<file path="config.mk">
export PLATFORM = sky130hd
export DESIGN_NAME = vcw_regs
export DESIGN_NICKNAME = d
export VERILOG_FILES = /design/src/vcw_pkg.sv /design/src/vcw_regs.sv /design/src/vcw_rail_store.sv /design/src/vcw_target_calc.sv
export VERILOG_INCLUDE_DIRS = /design/src
export SDC_FILE = /design/constraint.sdc
export NUM_CORES = 1
export LEC_CHECK = 0
export BUFFER_PORTS_ARGS = -buffer_cell sky130_fd_sc_hd__buf_2
export CAP_MARGIN = 20
export CORE_ASPECT_RATIO = 1.5
export CORE_MARGIN = 1.5
export CORE_UTILIZATION = 35
export CTS_BUF_LIST = sky130_fd_sc_hd__clkbuf_8
export DETAILED_ROUTE_END_ITERATION = 10
export GPL_ROUTABILITY_DRIVEN = 0
export PLACE_DENSITY = 0.55
export REMOVE_ABC_BUFFERS = 1
export SETUP_SLACK_MARGIN = 0.02
export SLEW_MARGIN = 5
export SYNTH_ARGS = -nofsm -noshare
export SYNTH_HDL_FRONTEND = slang
export SYNTH_SLANG_ARGS = --single-unit
</file>
<file path="constraint.sdc">
create_clock -name mclk -period 10.2 [get_ports mclk]
set_input_delay 0.51 -clock mclk [delete_from_list [all_inputs] [get_ports mclk]]
set_output_delay 0.51 -clock mclk [all_outputs]
set_load 0.02 [all_outputs]
</file>
<file path="src/vcw_cfg.svh">
// Constants for the output-voltage command slice of the register bank.
// Assumes it is included by the package, ahead of the design modules that use its macros.
`ifndef VCW_CFG_SVH
`define VCW_CFG_SVH

// Command codes that this slice decodes or must recognise.
`define VCW_CODE_PAGE 8'h00
`define VCW_CODE_OPERATION 8'h01
`define VCW_CODE_ONOFF 8'h02
`define VCW_CODE_CLEAR 8'h03
`define VCW_CODE_WP 8'h10
`define VCW_CODE_MODE 8'h20
`define VCW_CODE_CMD 8'h21
`define VCW_CODE_TRIM 8'h22

// Protection levels, the reset level and the fixed format value.
`define VCW_WP_ALL 8'h00
`define VCW_WP_CFG 8'h20
`define VCW_WP_LOCK 8'h40
`define VCW_WP_RST 8'h00
`define VCW_MODE_VAL 8'h40

// Reset values of the per-rail words and the trim span in millivolts.
`define VCW_CMD_RST 16'h0384
`define VCW_TRIM_RST 16'h0000
`define VCW_TRIM_LIM 16'h00FA

// Page selections and the target source field of the operation byte.
`define VCW_PAGE_R0 8'h00
`define VCW_PAGE_R1 8'h01
`define VCW_PAGE_BOTH 8'hFF
`define VCW_OP_SRC_HI 5
`define VCW_OP_SRC_LO 4
`define VCW_SRC_CMD 2'h0

// Number of output rails.
`define VCW_RAILS 2

`endif

</file>
<file path="src/vcw_pkg.sv">
// Types and shared decoding for the output-voltage command slice.
// Assumes the constants header is reachable by its bare name.
`include "vcw_cfg.svh"

package vcw_pkg;

	typedef logic [7:0] vcw_byte_t;
	typedef logic [15:0] vcw_word_t;

	// One-hot choice of the per-rail word held in the rail store.
	typedef enum logic [1:0] {
		VCW_SEL_CMD = 2'b01,
		VCW_SEL_TRIM = 2'b10
	} vcw_sel_e;

	// True for the three protection levels that the bank accepts.
	function automatic logic vcw_level_legal(input vcw_byte_t lvl);
		vcw_level_legal = (lvl == `VCW_WP_ALL) || (lvl == `VCW_WP_CFG) ||
			(lvl == `VCW_WP_LOCK);
	endfunction : vcw_level_legal

endpackage : vcw_pkg

</file>
<file path="src/vcw_regs.sv">
// Command register slice: protection level, format info, rail targets.
// Assumes the command decoder presents one command per cycle at most,
// and that page and operation bytes and limit words come from their own owners.
//
// Behaviour
// - Level 40h: only four commands stay writable.
// - Level 20h: also on-off, target, offset writable.
// - Level resets to 00h; 00h allows all.
// - Other level values raise invalid data fault.
// - Format info is read-only and reads 40h.
// - Level and format info are shared by pages.
// - Target word resets 0384h, used on nominal source.
// - Target is held between minimum and maximum.
// - Signed offset word, reset 0000h, within 250 mV.
// - Target and offset words kept per rail.
// - Page 00h rail 0, 01h rail 1, FFh both.
// - Source field 00 selects the target word.
`timescale 1ns/1ps

module vcw_regs
	import vcw_pkg::*;
(
	input wire logic mclk,
	input wire logic srst,
	input wire logic cmdValid,
	input wire logic cmdWrite,
	input wire vcw_byte_t cmdCode,
	input wire vcw_word_t cmdData,
	input wire vcw_byte_t pageSel,
	input wire vcw_byte_t operation0,
	input wire vcw_byte_t operation1,
	input wire vcw_word_t voutMin0,
	input wire vcw_word_t voutMin1,
	input wire vcw_word_t voutMax0,
	input wire vcw_word_t voutMax1,
	output logic rspValid,
	output vcw_word_t rspData,
	output logic rspHit,
	output logic wrAccepted,
	output logic wrRejected,
	output logic invalidDataFault,
	output vcw_byte_t protLevel,
	output vcw_word_t target0,
	output vcw_word_t target1,
	output logic targetUse0,
	output logic targetUse1
);

	// Decoded request.
	logic isWp;
	logic isMode;
	logic isCmd;
	logic isTrim;
	logic isHit;
	logic allowed;
	logic [`VCW_RAILS-1:0] pageRails;
	logic wrReq;
	logic rdReq;

	// Protection level group.
	vcw_byte_t level_r;
	vcw_byte_t level_nxt;

	// Rail store hookup.
	logic [`VCW_RAILS-1:0] storeWr;
	vcw_sel_e storeSel;
	vcw_word_t storeRd;
	vcw_word_t cmdWord [`VCW_RAILS];
	vcw_word_t trimWord [`VCW_RAILS];
	vcw_word_t railMin [`VCW_RAILS];
	vcw_word_t railMax [`VCW_RAILS];
	vcw_byte_t railOp [`VCW_RAILS];
	vcw_word_t railTarget [`VCW_RAILS];
	logic railUse [`VCW_RAILS];

	// First response stage group.
	logic s1Valid_r;
	logic s1Valid_nxt;
	logic s1Write_r;
	logic s1Write_nxt;
	vcw_byte_t s1Code_r;
	vcw_byte_t s1Code_nxt;
	logic s1Hit_r;
	logic s1Hit_nxt;
	logic s1Acc_r;
	logic s1Acc_nxt;
	logic s1Fault_r;
	logic s1Fault_nxt;
	vcw_byte_t s1Level_r;
	vcw_byte_t s1Level_nxt;

	// Output stage group.
	logic rspValid_r;
	logic rspValid_nxt;
	vcw_word_t rspData_r;
	vcw_word_t rspData_nxt;
	logic rspHit_r;
	logic rspHit_nxt;
	logic wrAcc_r;
	logic wrAcc_nxt;
	logic wrRej_r;
	logic wrRej_nxt;
	logic fault_r;
	logic fault_nxt;

	// Which commands the current level still lets through.
	function automatic logic wr_allowed(input vcw_byte_t lvl,
		input vcw_byte_t code);
		logic always_ok;
		logic cfg_ok;
		always_ok = (code == `VCW_CODE_WP) ||
			(code == `VCW_CODE_OPERATION) ||
			(code == `VCW_CODE_CLEAR) || (code == `VCW_CODE_PAGE);
		cfg_ok = (code == `VCW_CODE_ONOFF) || (code == `VCW_CODE_CMD) ||
			(code == `VCW_CODE_TRIM);
		case (lvl)
			`VCW_WP_LOCK: wr_allowed = always_ok;
			`VCW_WP_CFG: wr_allowed = always_ok || cfg_ok;
			`VCW_WP_ALL: wr_allowed = 1'b1;
			default: wr_allowed = always_ok;
		endcase
	endfunction : wr_allowed

	// Request decode, page to rails and protection check.
	always_comb begin
		isWp = (cmdCode == `VCW_CODE_WP);
		isMode = (cmdCode == `VCW_CODE_MODE);
		isCmd = (cmdCode == `VCW_CODE_CMD);
		isTrim = (cmdCode == `VCW_CODE_TRIM);
		isHit = isWp || isMode || isCmd || isTrim;
		pageRails[0] = (pageSel == `VCW_PAGE_R0) ||
			(pageSel == `VCW_PAGE_BOTH);
		pageRails[1] = (pageSel == `VCW_PAGE_R1) ||
			(pageSel == `VCW_PAGE_BOTH);
		allowed = wr_allowed(level_r, cmdCode);
		wrReq = cmdValid && cmdWrite;
		rdReq = cmdValid && !cmdWrite;
	end

	// Rail store writes only when allowed and a rail is paged.
	always_comb begin
		storeSel = isTrim ? VCW_SEL_TRIM : VCW_SEL_CMD;
		storeWr = '0;
		if (wrReq && allowed && (isCmd || isTrim)) begin
			storeWr = pageRails;
		end
	end

	vcw_rail_store uStore (
		.mclk(mclk),
		.srst(srst),
		.wrRail(storeWr),
		.wrSel(storeSel),
		.wrData(cmdData),
		.rdEn(rdReq && (isCmd || isTrim)),
		.rdRail(pageSel == `VCW_PAGE_R1),
		.rdSel(storeSel),
		.rdData(storeRd),
		.cmdWord(cmdWord),
		.trimWord(trimWord)
	);

	// One target calculator per rail.
	assign railMin[0] = voutMin0;
	assign railMin[1] = voutMin1;
	assign railMax[0] = voutMax0;
	assign railMax[1] = voutMax1;
	assign railOp[0] = operation0;
	assign railOp[1] = operation1;
	for (genvar g = 0; g < `VCW_RAILS; g++) begin : gCalc
		vcw_target_calc uCalc (
			.mclk(mclk),
			.srst(srst),
			.cmdMv(cmdWord[g]),
			.trimMv(trimWord[g]),
			.minMv(railMin[g]),
			.maxMv(railMax[g]),
			.operation(railOp[g]),
			.target(railTarget[g]),
			.useCmd(railUse[g])
		);
	end

	// The level is one shared copy; illegal values are dropped.
	always_comb begin
		level_nxt = level_r;
		if (wrReq && isWp && allowed && vcw_level_legal(cmdData[7:0])) begin
			level_nxt = cmdData[7:0];
		end
	end

	// Protection level register.
	always_ff @(posedge mclk) begin
		if (srst) begin
			level_r <= `VCW_WP_RST;
		end else begin
			level_r <= level_nxt;
		end
	end

	// First stage records the outcome while the store reads.
	always_comb begin
		s1Valid_nxt = cmdValid;
		s1Write_nxt = cmdWrite;
		s1Code_nxt = cmdCode;
		s1Hit_nxt = isHit;
		s1Level_nxt = level_r;
		s1Fault_nxt = wrReq && isWp &&
			!vcw_level_legal(cmdData[7:0]);
		s1Acc_nxt = wrReq && allowed;
		if (wrReq && isMode) begin
			s1Acc_nxt = 1'b0;
		end
		if (wrReq && (isCmd || isTrim) && (pageRails == '0)) begin
			s1Acc_nxt = 1'b0;
		end
		if (s1Fault_nxt) begin
			s1Acc_nxt = 1'b0;
		end
	end

	// First stage registers.
	always_ff @(posedge mclk) begin
		if (srst) begin
			s1Valid_r <= 1'b0;
			s1Write_r <= 1'b0;
			s1Code_r <= 8'h00;
			s1Hit_r <= 1'b0;
			s1Acc_r <= 1'b0;
			s1Fault_r <= 1'b0;
			s1Level_r <= 8'h00;
		end else begin
			s1Valid_r <= s1Valid_nxt;
			s1Write_r <= s1Write_nxt;
			s1Code_r <= s1Code_nxt;
			s1Hit_r <= s1Hit_nxt;
			s1Acc_r <= s1Acc_nxt;
			s1Fault_r <= s1Fault_nxt;
			s1Level_r <= s1Level_nxt;
		end
	end

	// Output stage builds the answer pulse and read data.
	always_comb begin
		rspValid_nxt = s1Valid_r;
		rspHit_nxt = s1Valid_r && s1Hit_r;
		wrAcc_nxt = s1Valid_r && s1Write_r && s1Acc_r;
		wrRej_nxt = s1Valid_r && s1Write_r && !s1Acc_r;
		fault_nxt = s1Valid_r && s1Fault_r;
		rspData_nxt = 16'h0000;
		if (s1Valid_r && !s1Write_r) begin
			case (s1Code_r)
				`VCW_CODE_WP: rspData_nxt = {8'h00, s1Level_r};
				`VCW_CODE_MODE: rspData_nxt = {8'h00, `VCW_MODE_VAL};
				`VCW_CODE_CMD: rspData_nxt = storeRd;
				`VCW_CODE_TRIM: rspData_nxt = storeRd;
				default: rspData_nxt = 16'h0000;
			endcase
		end
	end

	// Output stage registers.
	always_ff @(posedge mclk) begin
		if (srst) begin
			rspValid_r <= 1'b0;
			rspData_r <= 16'h0000;
			rspHit_r <= 1'b0;
			wrAcc_r <= 1'b0;
			wrRej_r <= 1'b0;
			fault_r <= 1'b0;
		end else begin
			rspValid_r <= rspValid_nxt;
			rspData_r <= rspData_nxt;
			rspHit_r <= rspHit_nxt;
			wrAcc_r <= wrAcc_nxt;
			wrRej_r <= wrRej_nxt;
			fault_r <= fault_nxt;
		end
	end

	// Outputs straight from registers.
	assign rspValid = rspValid_r;
	assign rspData = rspData_r;
	assign rspHit = rspHit_r;
	assign wrAccepted = wrAcc_r;
	assign wrRejected = wrRej_r;
	assign invalidDataFault = fault_r;
	assign protLevel = level_r;
	assign target0 = railTarget[0];
	assign target1 = railTarget[1];
	assign targetUse0 = railUse[0];
	assign targetUse1 = railUse[1];

endmodule : vcw_regs

</file>
<file path="src/vcw_rail_store.sv">
// Per-rail storage of the commanded voltage and the trim offset.
// Assumes one write and one read request per cycle from the bank.
`timescale 1ns/1ps

module vcw_rail_store
	import vcw_pkg::*;
(
	input wire logic mclk,
	input wire logic srst,
	input wire logic [`VCW_RAILS-1:0] wrRail,
	input wire vcw_sel_e wrSel,
	input wire vcw_word_t wrData,
	input wire logic rdEn,
	input wire logic rdRail,
	input wire vcw_sel_e rdSel,
	output vcw_word_t rdData,
	output vcw_word_t cmdWord [`VCW_RAILS],
	output vcw_word_t trimWord [`VCW_RAILS]
);

	vcw_word_t cmd_r [`VCW_RAILS];
	vcw_word_t trim_r [`VCW_RAILS];
	vcw_word_t rdData_r;
	vcw_word_t rdData_nxt;

	// Each rail keeps its own copy; a write lands only on selected rails.
	for (genvar g = 0; g < `VCW_RAILS; g++) begin : gRail
		vcw_word_t cmd_nxt;
		vcw_word_t trim_nxt;

		// Next words of this rail.
		always_comb begin
			cmd_nxt = cmd_r[g];
			trim_nxt = trim_r[g];
			if (wrRail[g] && (wrSel == VCW_SEL_CMD)) begin
				cmd_nxt = wrData;
			end
			if (wrRail[g] && (wrSel == VCW_SEL_TRIM)) begin
				trim_nxt = wrData;
			end
		end

		// Word registers of this rail.
		always_ff @(posedge mclk) begin
			if (srst) begin
				cmd_r[g] <= `VCW_CMD_RST;
				trim_r[g] <= `VCW_TRIM_RST;
			end else begin
				cmd_r[g] <= cmd_nxt;
				trim_r[g] <= trim_nxt;
			end
		end

		assign cmdWord[g] = cmd_r[g];
		assign trimWord[g] = trim_r[g];
	end

	// Read data are captured one edge after the request.
	always_comb begin
		rdData_nxt = rdData_r;
		if (rdEn) begin
			rdData_nxt = (rdSel == VCW_SEL_CMD) ? cmd_r[rdRail] :
				trim_r[rdRail];
		end
	end

	// Registered read port.
	always_ff @(posedge mclk) begin
		if (srst) begin
			rdData_r <= 16'h0000;
		end else begin
			rdData_r <= rdData_nxt;
		end
	end

	assign rdData = rdData_r;

endmodule : vcw_rail_store

</file>
<file path="src/vcw_target_calc.sv">
// Turns one rail's commanded voltage and trim into a bounded target.
// Assumes the limits and operation byte are held stable by their owners.
`timescale 1ns/1ps

module vcw_target_calc
	import vcw_pkg::*;
(
	input wire logic mclk,
	input wire logic srst,
	input wire vcw_word_t cmdMv,
	input wire vcw_word_t trimMv,
	input wire vcw_word_t minMv,
	input wire vcw_word_t maxMv,
	input wire vcw_byte_t operation,
	output vcw_word_t target,
	output logic useCmd
);

	localparam vcw_word_t TrimLim = `VCW_TRIM_LIM;

	vcw_word_t target_r;
	vcw_word_t target_nxt;
	logic useCmd_r;
	logic useCmd_nxt;
	vcw_word_t trimSat;
	logic signed [17:0] sum;

	// Saturate the trim, add it, then hold the sum inside the limits.
	always_comb begin
		trimSat = trimMv;
		if ($signed(trimMv) > $signed(TrimLim)) begin
			trimSat = TrimLim;
		end else if ($signed(trimMv) < -$signed(TrimLim)) begin
			trimSat = 16'(-$signed(TrimLim));
		end
		sum = $signed({2'b00, cmdMv}) +
			$signed({{2{trimSat[15]}}, trimSat});
		target_nxt = sum[15:0];
		if (sum < $signed({2'b00, minMv})) begin
			target_nxt = minMv;
		end
		if (sum > $signed({2'b00, maxMv})) begin
			target_nxt = maxMv;
		end
		useCmd_nxt = (operation[`VCW_OP_SRC_HI:`VCW_OP_SRC_LO] ==
			`VCW_SRC_CMD);
	end

	// Registered target and source flag.
	always_ff @(posedge mclk) begin
		if (srst) begin
			target_r <= 16'h0000;
			useCmd_r <= 1'b0;
		end else begin
			target_r <= target_nxt;
			useCmd_r <= useCmd_nxt;
		end
	end

	assign target = target_r;
	assign useCmd = useCmd_r;

endmodule : vcw_target_calc

</file>
== Yosys cells after proc, flatten, opt, wreduce, memory -nomap -nowiden ==
Memory sizes are Yosys's and may differ from the RTL's.
Index checks and enable logic that the tools add are counted.

* Add/subtract/negate cells: 2
* Muxes and demuxes: 24
* Reduce and logical (&&, ||, !) cells: 50
* $lt $le $gt $ge: 8
* Bitwise logic cells: 5
* Eq/ne operators: 18

{| class="wikitable"
|+ Operators by type and width
! cell !! number
|-
| 16-bit two-way mux || 17
|-
| 8-bit by 6-bit equality test with 1-bit output (second input constant) || 8
|-
| 16-bit case mux with 3 select lines || 1
|-
| 17-bit by 16-bit adder with 18-bit output || 2
|-
| 18-bit by 17-bit > comparator with 1-bit output || 2
|-
| 18-bit by 17-bit less-than comparator with 1-bit output || 2
|-
| 16-bit by 9-bit > comparator with 1-bit output (second input constant) || 2
|-
| 8-bit logical NOT || 4
|-
| 16-bit by 9-bit less-than comparator with 1-bit output (second input constant) || 2
|-
| 1-bit logical AND || 22
|-
| 8-bit by 1-bit equality test with 1-bit output (second input constant) || 2
|-
| 8-bit by 2-bit equality test with 1-bit output (second input constant) || 2
|-
| 8-bit by 5-bit equality test with 1-bit output (second input constant) || 2
|-
| 1-bit logical OR || 14
|-
| 8-bit by 7-bit equality test with 1-bit output (second input constant) || 1
|-
| 8-bit equality test (second input constant) || 1
|-
| 2-bit logical NOT || 3
|-
| 1-bit logical NOT || 4
|-
| 2-bit two-way mux || 2
|-
| 1-bit bitwise OR || 4
|-
| 2-bit OR reduction || 2
|-
| 4-bit OR reduction || 1
|-
| 1-bit two-way mux || 3
|-
| 2-bit by 1-bit equality test with 1-bit output (second input constant) || 1
|-
| other kinds (3) || 3
|}

* Input port bits: 116
* RAM bits: 64
* Output and inout bits: 63
* Logic and storage cells: 128
* Flip-flop bits (word level): 100
* Memories kept: 2

{| class="wikitable"
|+ Memories
! name !! depth !! bits a word !! read ports !! clocked after memory_dff !! wr ports !! line !! RTL
|-
| uStore.cmd_r || 2 || 16 || 3 || 0 || 2 || vcw_rail_store.sv:21 || <nowiki>vcw_word_t cmd_r [`VCW_RAILS];</nowiki>
|-
| uStore.trim_r || 2 || 16 || 3 || 0 || 2 || vcw_rail_store.sv:22 || <nowiki>vcw_word_t trim_r [`VCW_RAILS];</nowiki>
|}

== Logic depth before layout (Yosys ltp) ==
Gate-level depths: netlist of the first run.

* Word-level depth: 12
* Gate-level depth with buffers: 28
* Mapped depth without buffers: 26

== Hierarchy ==
From an unflattened synthesis of the first run, not the netlist that was laid out.

* Cells, all modules: 1,223
* Area total of the unflattened synthesis: 10,178.5 um2

{| class="wikitable"
|+ Modules (own cells, without submodules)
! module !! sequential area each (um2) !! instances !! area each (um2) !! cells each
|-
| vcw_target_calc || 340.3 || 2 || 2,565.0 || 336
|-
| vcw_rail_store || 1,601.5 || 1 || 3,265.6 || 377
|-
| vcw_regs || 1,001.0 || 1 || 1,783.0 || 174
|}

== Worst setup path after synthesis of the first run ==
No wires, ideal clock.

* Path type: register to register
* Start: mem uStore.trim_r[1][11] in the netlist's numbering
* End: reg gCalc[1].uCalc.target_r[1]
* Data required time: 10.067 ns
* Stages on the path, launching flop included: 22
* Clock period less this slack: 5.110 ns
* Path buffers: 1
* Library setup time: 0.133 ns
* Arrival: 4.976 ns
* Path slack: 5.090 ns
* Path through: dfxtp_1 or4_1 nor4_1 o32a_1 or3b_2 ha_1 a21oi_1 o211ai_2 a31oi_1 or3_1 o21bai_1 a21oi_1 xor2_1 ha_1 nand2_1 or4_1 o211ai_1 o21ai_0 a2bb2oi_1 buf_6 mux2i_1 o22ai_1

{| class="wikitable"
|+ RTL lines
! what !! line !! RTL
|-
| start: declaration || vcw_rail_store.sv:22 ||
|-
| end signal: assignment || vcw_target_calc.sv:55 || <nowiki>target_r <= target_nxt;</nowiki>
|-
| end: declaration || vcw_target_calc.sv:21 || <nowiki>vcw_word_t target_r;</nowiki>
|}

==> impl_metrics.tcl, run 1 <==
set metrics [dict create \
    fin_nets 1578 \
    synth_edf_count 0 \
    p_sw_mw 0.362 \
    period_share_pct 60.6 \
    wl_per_cell_um 16.4 \
    worstPathArrival_ns 6.55 \
    startpoint_type "flip-flop" \
    holdBufCountCts 0 \
    synthSimpleGateAreaFrac_pct 19.0 \
    synthAdderAreaFrac_pct 12.5 \
    critPathMaxStageDelay_ns 0.56 \
    start_util_pct 35.4 \
    ant_nets 0 \
    grt_pass1_wl_um 45300 \
    htree_levels 4 \
    ys.flop_type "dfxtp_1" \
    cts_tree "yes" \
    final_cell_mix "buf_2 (166), dfxtp_1 (164), nor2_1 (146), ha_1 (98), inv_1 (95)" \
    cts_sinks 164 \
    setup_tns_ns 0 \
    fmax_mhz 162 \
    antenna_cells 0 \
    clock_tree.buffer_depth 2 \
    rsz0062_at_grt "no" \
    dp_cells 1694 \
    ys_seq_area_share_pct 32.5 \
    grt_pass1_vias 8757 \
    netlist_instances 1220 \
    postCtsSetupBuffers 0 \
    post_cts_resized 0 \
    core-area_um2 28500 \
    dpl.hpwl_um 21700 \
    synth_top_family_by_area "compound AO/OA/AOI/OAI gates" \
    critPathSlowestCell "o32a_1" \
    synthArstFlopShare_pct 0 \
    dr.first_iter.drc_count 436 \
    yosys_warnings 0 \
    avgSynthCellArea_um2 8.28 \
    dieArea_um2 29900 \
    dieHeight_um 211 \
    ys_seq_elements 164 \
    drv_slew 0 \
    path_cells "or4_1 -> nor4_1 -> o32a_1 -> or3b_2 -> inv_1 -> fa_1 -> nor2b_1 -> o2111a_1 -> o31ai_1 -> a21oi_1 -> a211o_1 -> a21oi_1 -> xnor2_1 -> ha_1 -> nand2_1 -> or4_1 -> o211ai_1 -> a211o_1 -> nor2_1 -> a21o_1 -> a22oi_1 -> a31oi_1" \
    drt_pass1_iterations 5 \
    tightest_slew_ns 0.981 \
    power.density_nw_per_um2 109 \
    layout_commonest_cell "buf_2" \
    port_buffers 166 \
    cell_internal_pwr_mw 0.900 \
    reg2reg_slack_ns 4.02 \
    hold_viol 0 \
    outcome "finished clean" \
    maxCapViolCount 0 \
    path_clk_slew_ns 0.10 \
    cts-root-buf "clkbuf_8" \
    routed_via_density 5.28 \
    critPathMaxFanout 16 \
    grtUsageTotal_pct 19.4 \
    wl_um 28300 \
    syn-cell-area_um2 10100 \
    path_class "flip-flop to flip-flop" \
    maxSlewHeadroom_pct 34.6 \
    synth_mux_area_share_pct 7.54 \
    grt_max_degree 69 \
    final_cells 1726 \
    drive_gt1_share_pct 16.4 \
    ys_types 69 \
    drcViolationCount 0 \
    clkLatencyLatePin_ns 0.50 \
    p_seq_share_pct 51.7 \
    worstPathRequired_ns 10.58 \
    switching_share_pct 28.7 \
    p_leak_nw 5.50 \
    antenna_found_initial 0 \
    rows 76 \
    hold_class "primary input to flip-flop" \
    crit_path_end_kind "flip-flop" \
    finClkSkew_ns 0.0198 \
    grt_remaining_overflow 0 \
    cts_buffers 17 \
    setup_viol 0 \
    finalCriticalPeriod_ns 6.18 \
    synth_compound_area_share_pct 19.8 \
    route.vias.total 9107 \
    vdd_ir_drop_max_mv 0.106 \
    whs_ns 0.165 \
    die_width_um 142 \
    synthXorXnorAreaFrac_pct 2.43 \
    p_clk_share_pct 39.8 \
    combPwrFrac_pct 8.5 \
    areaGrowthSynthToFinish_pct 15.0 \
    io_pins 179 \
]
[power by group through the flow]
stage	Combinational, mW	Clock, mW	Sequential [mW]
4_1_cts	0.109	0.518	0.653
6_report	0.107	0.503	0.653
5_1_grt	0.121	0.544	0.654
2_1_floorplan	0.0403	0	0.678
3_5_place_dp	0.108	0	0.668
3_3_place_gp	0.107	0	0.668
[cells in the mapped netlist, types with 20 or more instances]
cell type / number / area, um^2
nor2_1: 146 / 548
clkbuf_1: 39 / 146
ha_1: 98 / 1230
o21ai_0: 62 / 310
nand2_1: 94 / 353
nor2b_1: 29 / 181
and3_1: 20 / 125
mux2i_1: 76 / 761
a21o_1: 24 / 180
inv_1: 95 / 357
a21oi_1: 76 / 380
dfxtp_1: 164 / 3280
a211oi_1: 21 / 158
[state kept, by name (all words and copies together), names as in the netlist]
register and count:
s1Level_r 8, wrRejected 1, wrAccepted 1, gCalc.uCalc.target 32, uStore.trim_r 32, rspValid 1, invalidDataFault 1, gCalc.uCalc.useCmd 2
uStore.cmd_r 32, uStore.rdData 16, s1Fault_r 1, rspValid_nxt 1, s1Acc_r 1, s1Code_r 8, s1Hit_r 1, rspData 16
s1Write_r 1, rspHit 1, protLevel 8
[per-stage QoR]
stage / utilization, % / setup slack, ns / area, um^2 / power, mW
final: 40.7 / 4.02 / 11600 / 1.26
after global routing: 40.7 / 3.53 / 11600 / 1.32
after CTS: 40.7 / 4.05 / 11600 / 1.28
after detailed placement: 39.2 / 4.10 / 11200 / 0.777
after global placement: 39.2 / 3.79 / 11200 / 0.775
after floorplan: - / 4.53 / 9830 / 0.718
[worst paths after layout]
kind	startpoint	endpoint	depth (start not counted)
worst min-delay path	operation1[4]	gCalc[1].uCalc.useCmd	2
worst max-delay path	uStore.trim_r[1][11]	gCalc[1].uCalc.target[2]	22
worst max register to register	uStore.trim_r[1][11]	gCalc[1].uCalc.target[2]	22
worst min register to register	s1Acc_r	wrRejected	1
[layer usage]
metal | global-route usage (%) | routed length [um]
met5 | 0 | 0
met4 | 6.01 | 484
met3 | 3.24 | 1030
met2 | 34.9 | 14400
met1 | 23.4 | 12400
[critical path: cells and delay by family, from the launching register on]
kind            cells  cell delay [ns]
xor+xnor            1             0.15
simple gates        7             2.05
fa+ha+maj           2             0.53
compound gates     11             2.87
buf+inv             1             0.09
flops               1             0.36
[kinds of logic (layout without fill, tap and decap cells)]
family | Yosys count | count (layout)
buffers and inverters | 149 | 304
muxes | 76 | 76
xor gates and xnor gates | 28 | 28
AOI/OAI and AO/OA | 306 | 306
DFF | 164 | 164
and+or+nand+nor | 397 | 397
adders and majority gates | 100 | 100
[area by class of cell]
type	count	area [um^2]
clock buffer	17	234
inverter	95	357
tap	351	439
sequential	164	3280
clock inverter	15	185
timing repair buffer	177	921
multi-input combinational	907	6190
fill	3013	16900
No activity file was read; power rests on OpenSTA's default activity.
==> run 2: changes to the inputs <==
--- a/config.mk
+++ b/config.mk
@@ -6,6 +6,7 @@
 export SDC_FILE = /design/constraint.sdc
 export NUM_CORES = 1
 export LEC_CHECK = 0
+export ABC_AREA = 1
 export BUFFER_PORTS_ARGS = -buffer_cell sky130_fd_sc_hd__buf_2
 export CAP_MARGIN = 20
 export CORE_ASPECT_RATIO = 1.5
@@ -14,7 +15,7 @@
 export CTS_BUF_LIST = sky130_fd_sc_hd__clkbuf_8
 export DETAILED_ROUTE_END_ITERATION = 10
 export GPL_ROUTABILITY_DRIVEN = 0
-export PLACE_DENSITY = 0.55
+export PLACE_DENSITY = 0.57
 export REMOVE_ABC_BUFFERS = 1
 export SETUP_SLACK_MARGIN = 0.02
 export SLEW_MARGIN = 5
==> constraint.sdc (replaced) <==
create_clock -name mclk -period 5.3 [get_ports mclk]
set_input_delay 0.265 -clock mclk [delete_from_list [all_inputs] [get_ports mclk]]
set_output_delay 0.265 -clock mclk [all_outputs]
set_load 0.02 [all_outputs]
==> impl_metrics.tcl, run 2 <==
set metrics [dict create \
    antenna_found_initial 0 \
    clkLatencyLatePin_ns 0.50 \
    cts_tree "yes" \
    avgSynthCellArea_um2 6.53 \
    cp.buffers_inverters 4 \
    route.vias.total 11200 \
    ff_latch_area_um2 3280 \
    grt_remaining_overflow 0 \
    finalCriticalPeriod_ns 4.89 \
    grtUsageTotal_pct 19.7 \
    critPathMaxFanout 17 \
    tightest_slew_ns 0.974 \
    synth_edf_count 0 \
    cts_sinks 164 \
    hold_class "primary input to flip-flop" \
    htree_levels 4 \
    multi_input_area_um2 6550 \
    ys_seq_area_share_pct 29.3 \
    hold_viol 0 \
    worstPathArrival_ns 5.29 \
    grt_max_degree 90 \
    wl_per_cell_um 14.1 \
    areaGrowthSynthToFinish_pct 16.3 \
    synthArstFlopShare_pct 0 \
    ys.flop_type "dfxtp_1" \
    drv_slew 0 \
    drive_gt1_share_pct 14.4 \
    period_share_pct 92.3 \
    start_util_pct 35.4 \
    dpl.hpwl_um 25300 \
    drt_pass1_iterations 7 \
    ys_seq_elements 164 \
    synth_top_area_cell "dfxtp_1" \
    yosys_warnings 0 \
    worstPathRequired_ns 5.70 \
    dr.first_iter.drc_count 631 \
    fmax_mhz 205 \
    setup_tns_ns 0 \
    ant_nets 0 \
    critPathMaxStageDelay_ns 0.41 \
    critPathTopFamily "simple AND/OR/NAND/NOR gates" \
    fillers 3467 \
    rows 80 \
    p_leak_nw 7.03 \
    critPathSlowestCell "fa_1" \
    dieHeight_um 222 \
    maxSlewHeadroom_pct 35.1 \
    port_buffers 166 \
    startpoint_type "flip-flop" \
    maxCapViolCount 0 \
    rsz0062_at_grt "no" \
    fin_nets 2096 \
    routed_via_density 4.85 \
    setup_slack_ns 0.411 \
    clock_tree.buffer_depth 2 \
    whs_ns 0.0427 \
    core-area_um2 31600 \
    crit_path_end_kind "flip-flop" \
    cts-root-buf "clkbuf_8" \
    design_area_um2 13000 \
    cts_buffers 17 \
    synthTopCellsByCount "nand2_1 (336), inv_1 (283), nor2_1 (208)" \
    io_pins 179 \
    synthTopCellsByArea "dfxtp_1 (29%), nand2_1 (11%), ha_1 (11%), inv_1 (9.5%), nand3_1 (8.4%)" \
    ys_types 47 \
    dpl_cell_area_um2 12400 \
    wl_um 32500 \
    cp_common_cell "nand2_1" \
    drcViolationCount 0 \
    outcome "finished clean" \
    synth_most_common_cell "nand2_1" \
    die_width_um 149 \
    final_cell_mix "nand2_1 (336), inv_1 (283), nor2_1 (208), nand3_1 (188), buf_2 (166)" \
    syn-cell-area_um2 11200 \
    grt_pass1_wl_um 51900 \
    layout_commonest_cell "nand2_1" \
    path_class "flip-flop to flip-flop" \
    grt_pass1_vias 10500 \
    power.density_nw_per_um2 195 \
    setup_viol 0 \
    path_clk_slew_ns 0.09 \
    dieArea_um2 33100 \
    reg2reg_slack_ns 0.41 \
    vdd_ir_drop_max_mv 0.158 \
    synth_top_area_share_pct 29.3 \
    netlist_instances 1714 \
    finClkSkew_ns 0.0114 \
    place_ws_ns 0.305 \
]
==> run 2: cells by family (layout without fill, tap and decap cells) <==
logic type	count (synthesis)	count (layout)	share of synthesized area, %
DFF	164	164	29.3
other	0	1	0
and+or+nand+nor	833	834	32.7
AOI/OAI and AO/OA	243	243	11.8
adders and majority gates	100	100	11.3
buffers and inverters	347	523	12.6
xor gates and xnor gates	27	27	2.28
==> run 2: path summary, 6_finish.rpt <==
path / depth (start not counted) / endpoint / start
min reg2reg: 2 / rspHit / s1Hit_r
min: 3 / s1Code_r[4] / cmdCode[4]
max: 27 / gCalc[0].uCalc.target[14] / uStore.trim_r[0][1]
max reg2reg: 27 / gCalc[0].uCalc.target[14] / uStore.trim_r[0][1]
==> run 2: cell type report <==
class,instances,area share (%)
clock inverters,11,1.33
clock buffers,19,2.01
diodes,1,0.0192
inverters,291,8.39
repair buffers,202,8.79
flip-flops and latches,164,25.2
multi-input cells,1204,50.3
well taps,410,3.94
==> run 2: through the flow <==
stage	power [mW]	util [%]	std cells
floorplan	1.42	-	1658
global placement	1.52	39.1	2254
detailed placement	1.52	39.1	2254
CTS	2.57	40.8	2296
global route	2.64	41.1	2301
finish	2.54	41.1	2302
==> run 2: metal layers <==
metal	vias to the layer above	GRT usage, %	part of all wire (%)
met3	44	2.88	4.0
met2	288	37.6	53
met1	5012	21.6	41
met5	-	0	0
met4	0	6.58	2.3
li1	5821	-	-
==> run 2: power breakdown <==
part / internal (mW) / switching (mW) / total [mW]
Combinational: 0.0940 / 0.152 / 0.246
Clock: 0.538 / 0.500 / 1.04
Sequential: 1.25 / 0.00537 / 1.26
Total: 1.88 / 0.657 / 2.54
==> run 2: worst reg2reg max path, stage by stage, from the launching register on <==
cell and delay (ns):
dfxtp_1 0.38, inv_1 0.10, o2111ai_1 0.31, nand3_1 0.12, ha_1 0.40, nor3_1 0.25
ha_1 0.21, inv_1 0.05, fa_1 0.41, o21ai_1 0.28, nand2_1 0.09, nand2_1 0.16
nand2_1 0.07, nand2_1 0.09, nand2_1 0.07, nand3_1 0.07, nand2_1 0.11, ha_1 0.29
nand2_1 0.06, nor3_1 0.27, buf_4 0.18, nand3b_1 0.11, nand2_1 0.16, nand2_1 0.11
nand2_4 0.20, nand3_1 0.13, nand2_1 0.07, inv_1 0.04
==> run 2: timing repair <==
action	in CTS	in global routing
hold buffers	12	0
resized for setup	0	9
hold endpoints to repair	13	0
setup endpoints to repair	0	32
setup buffers	0	4
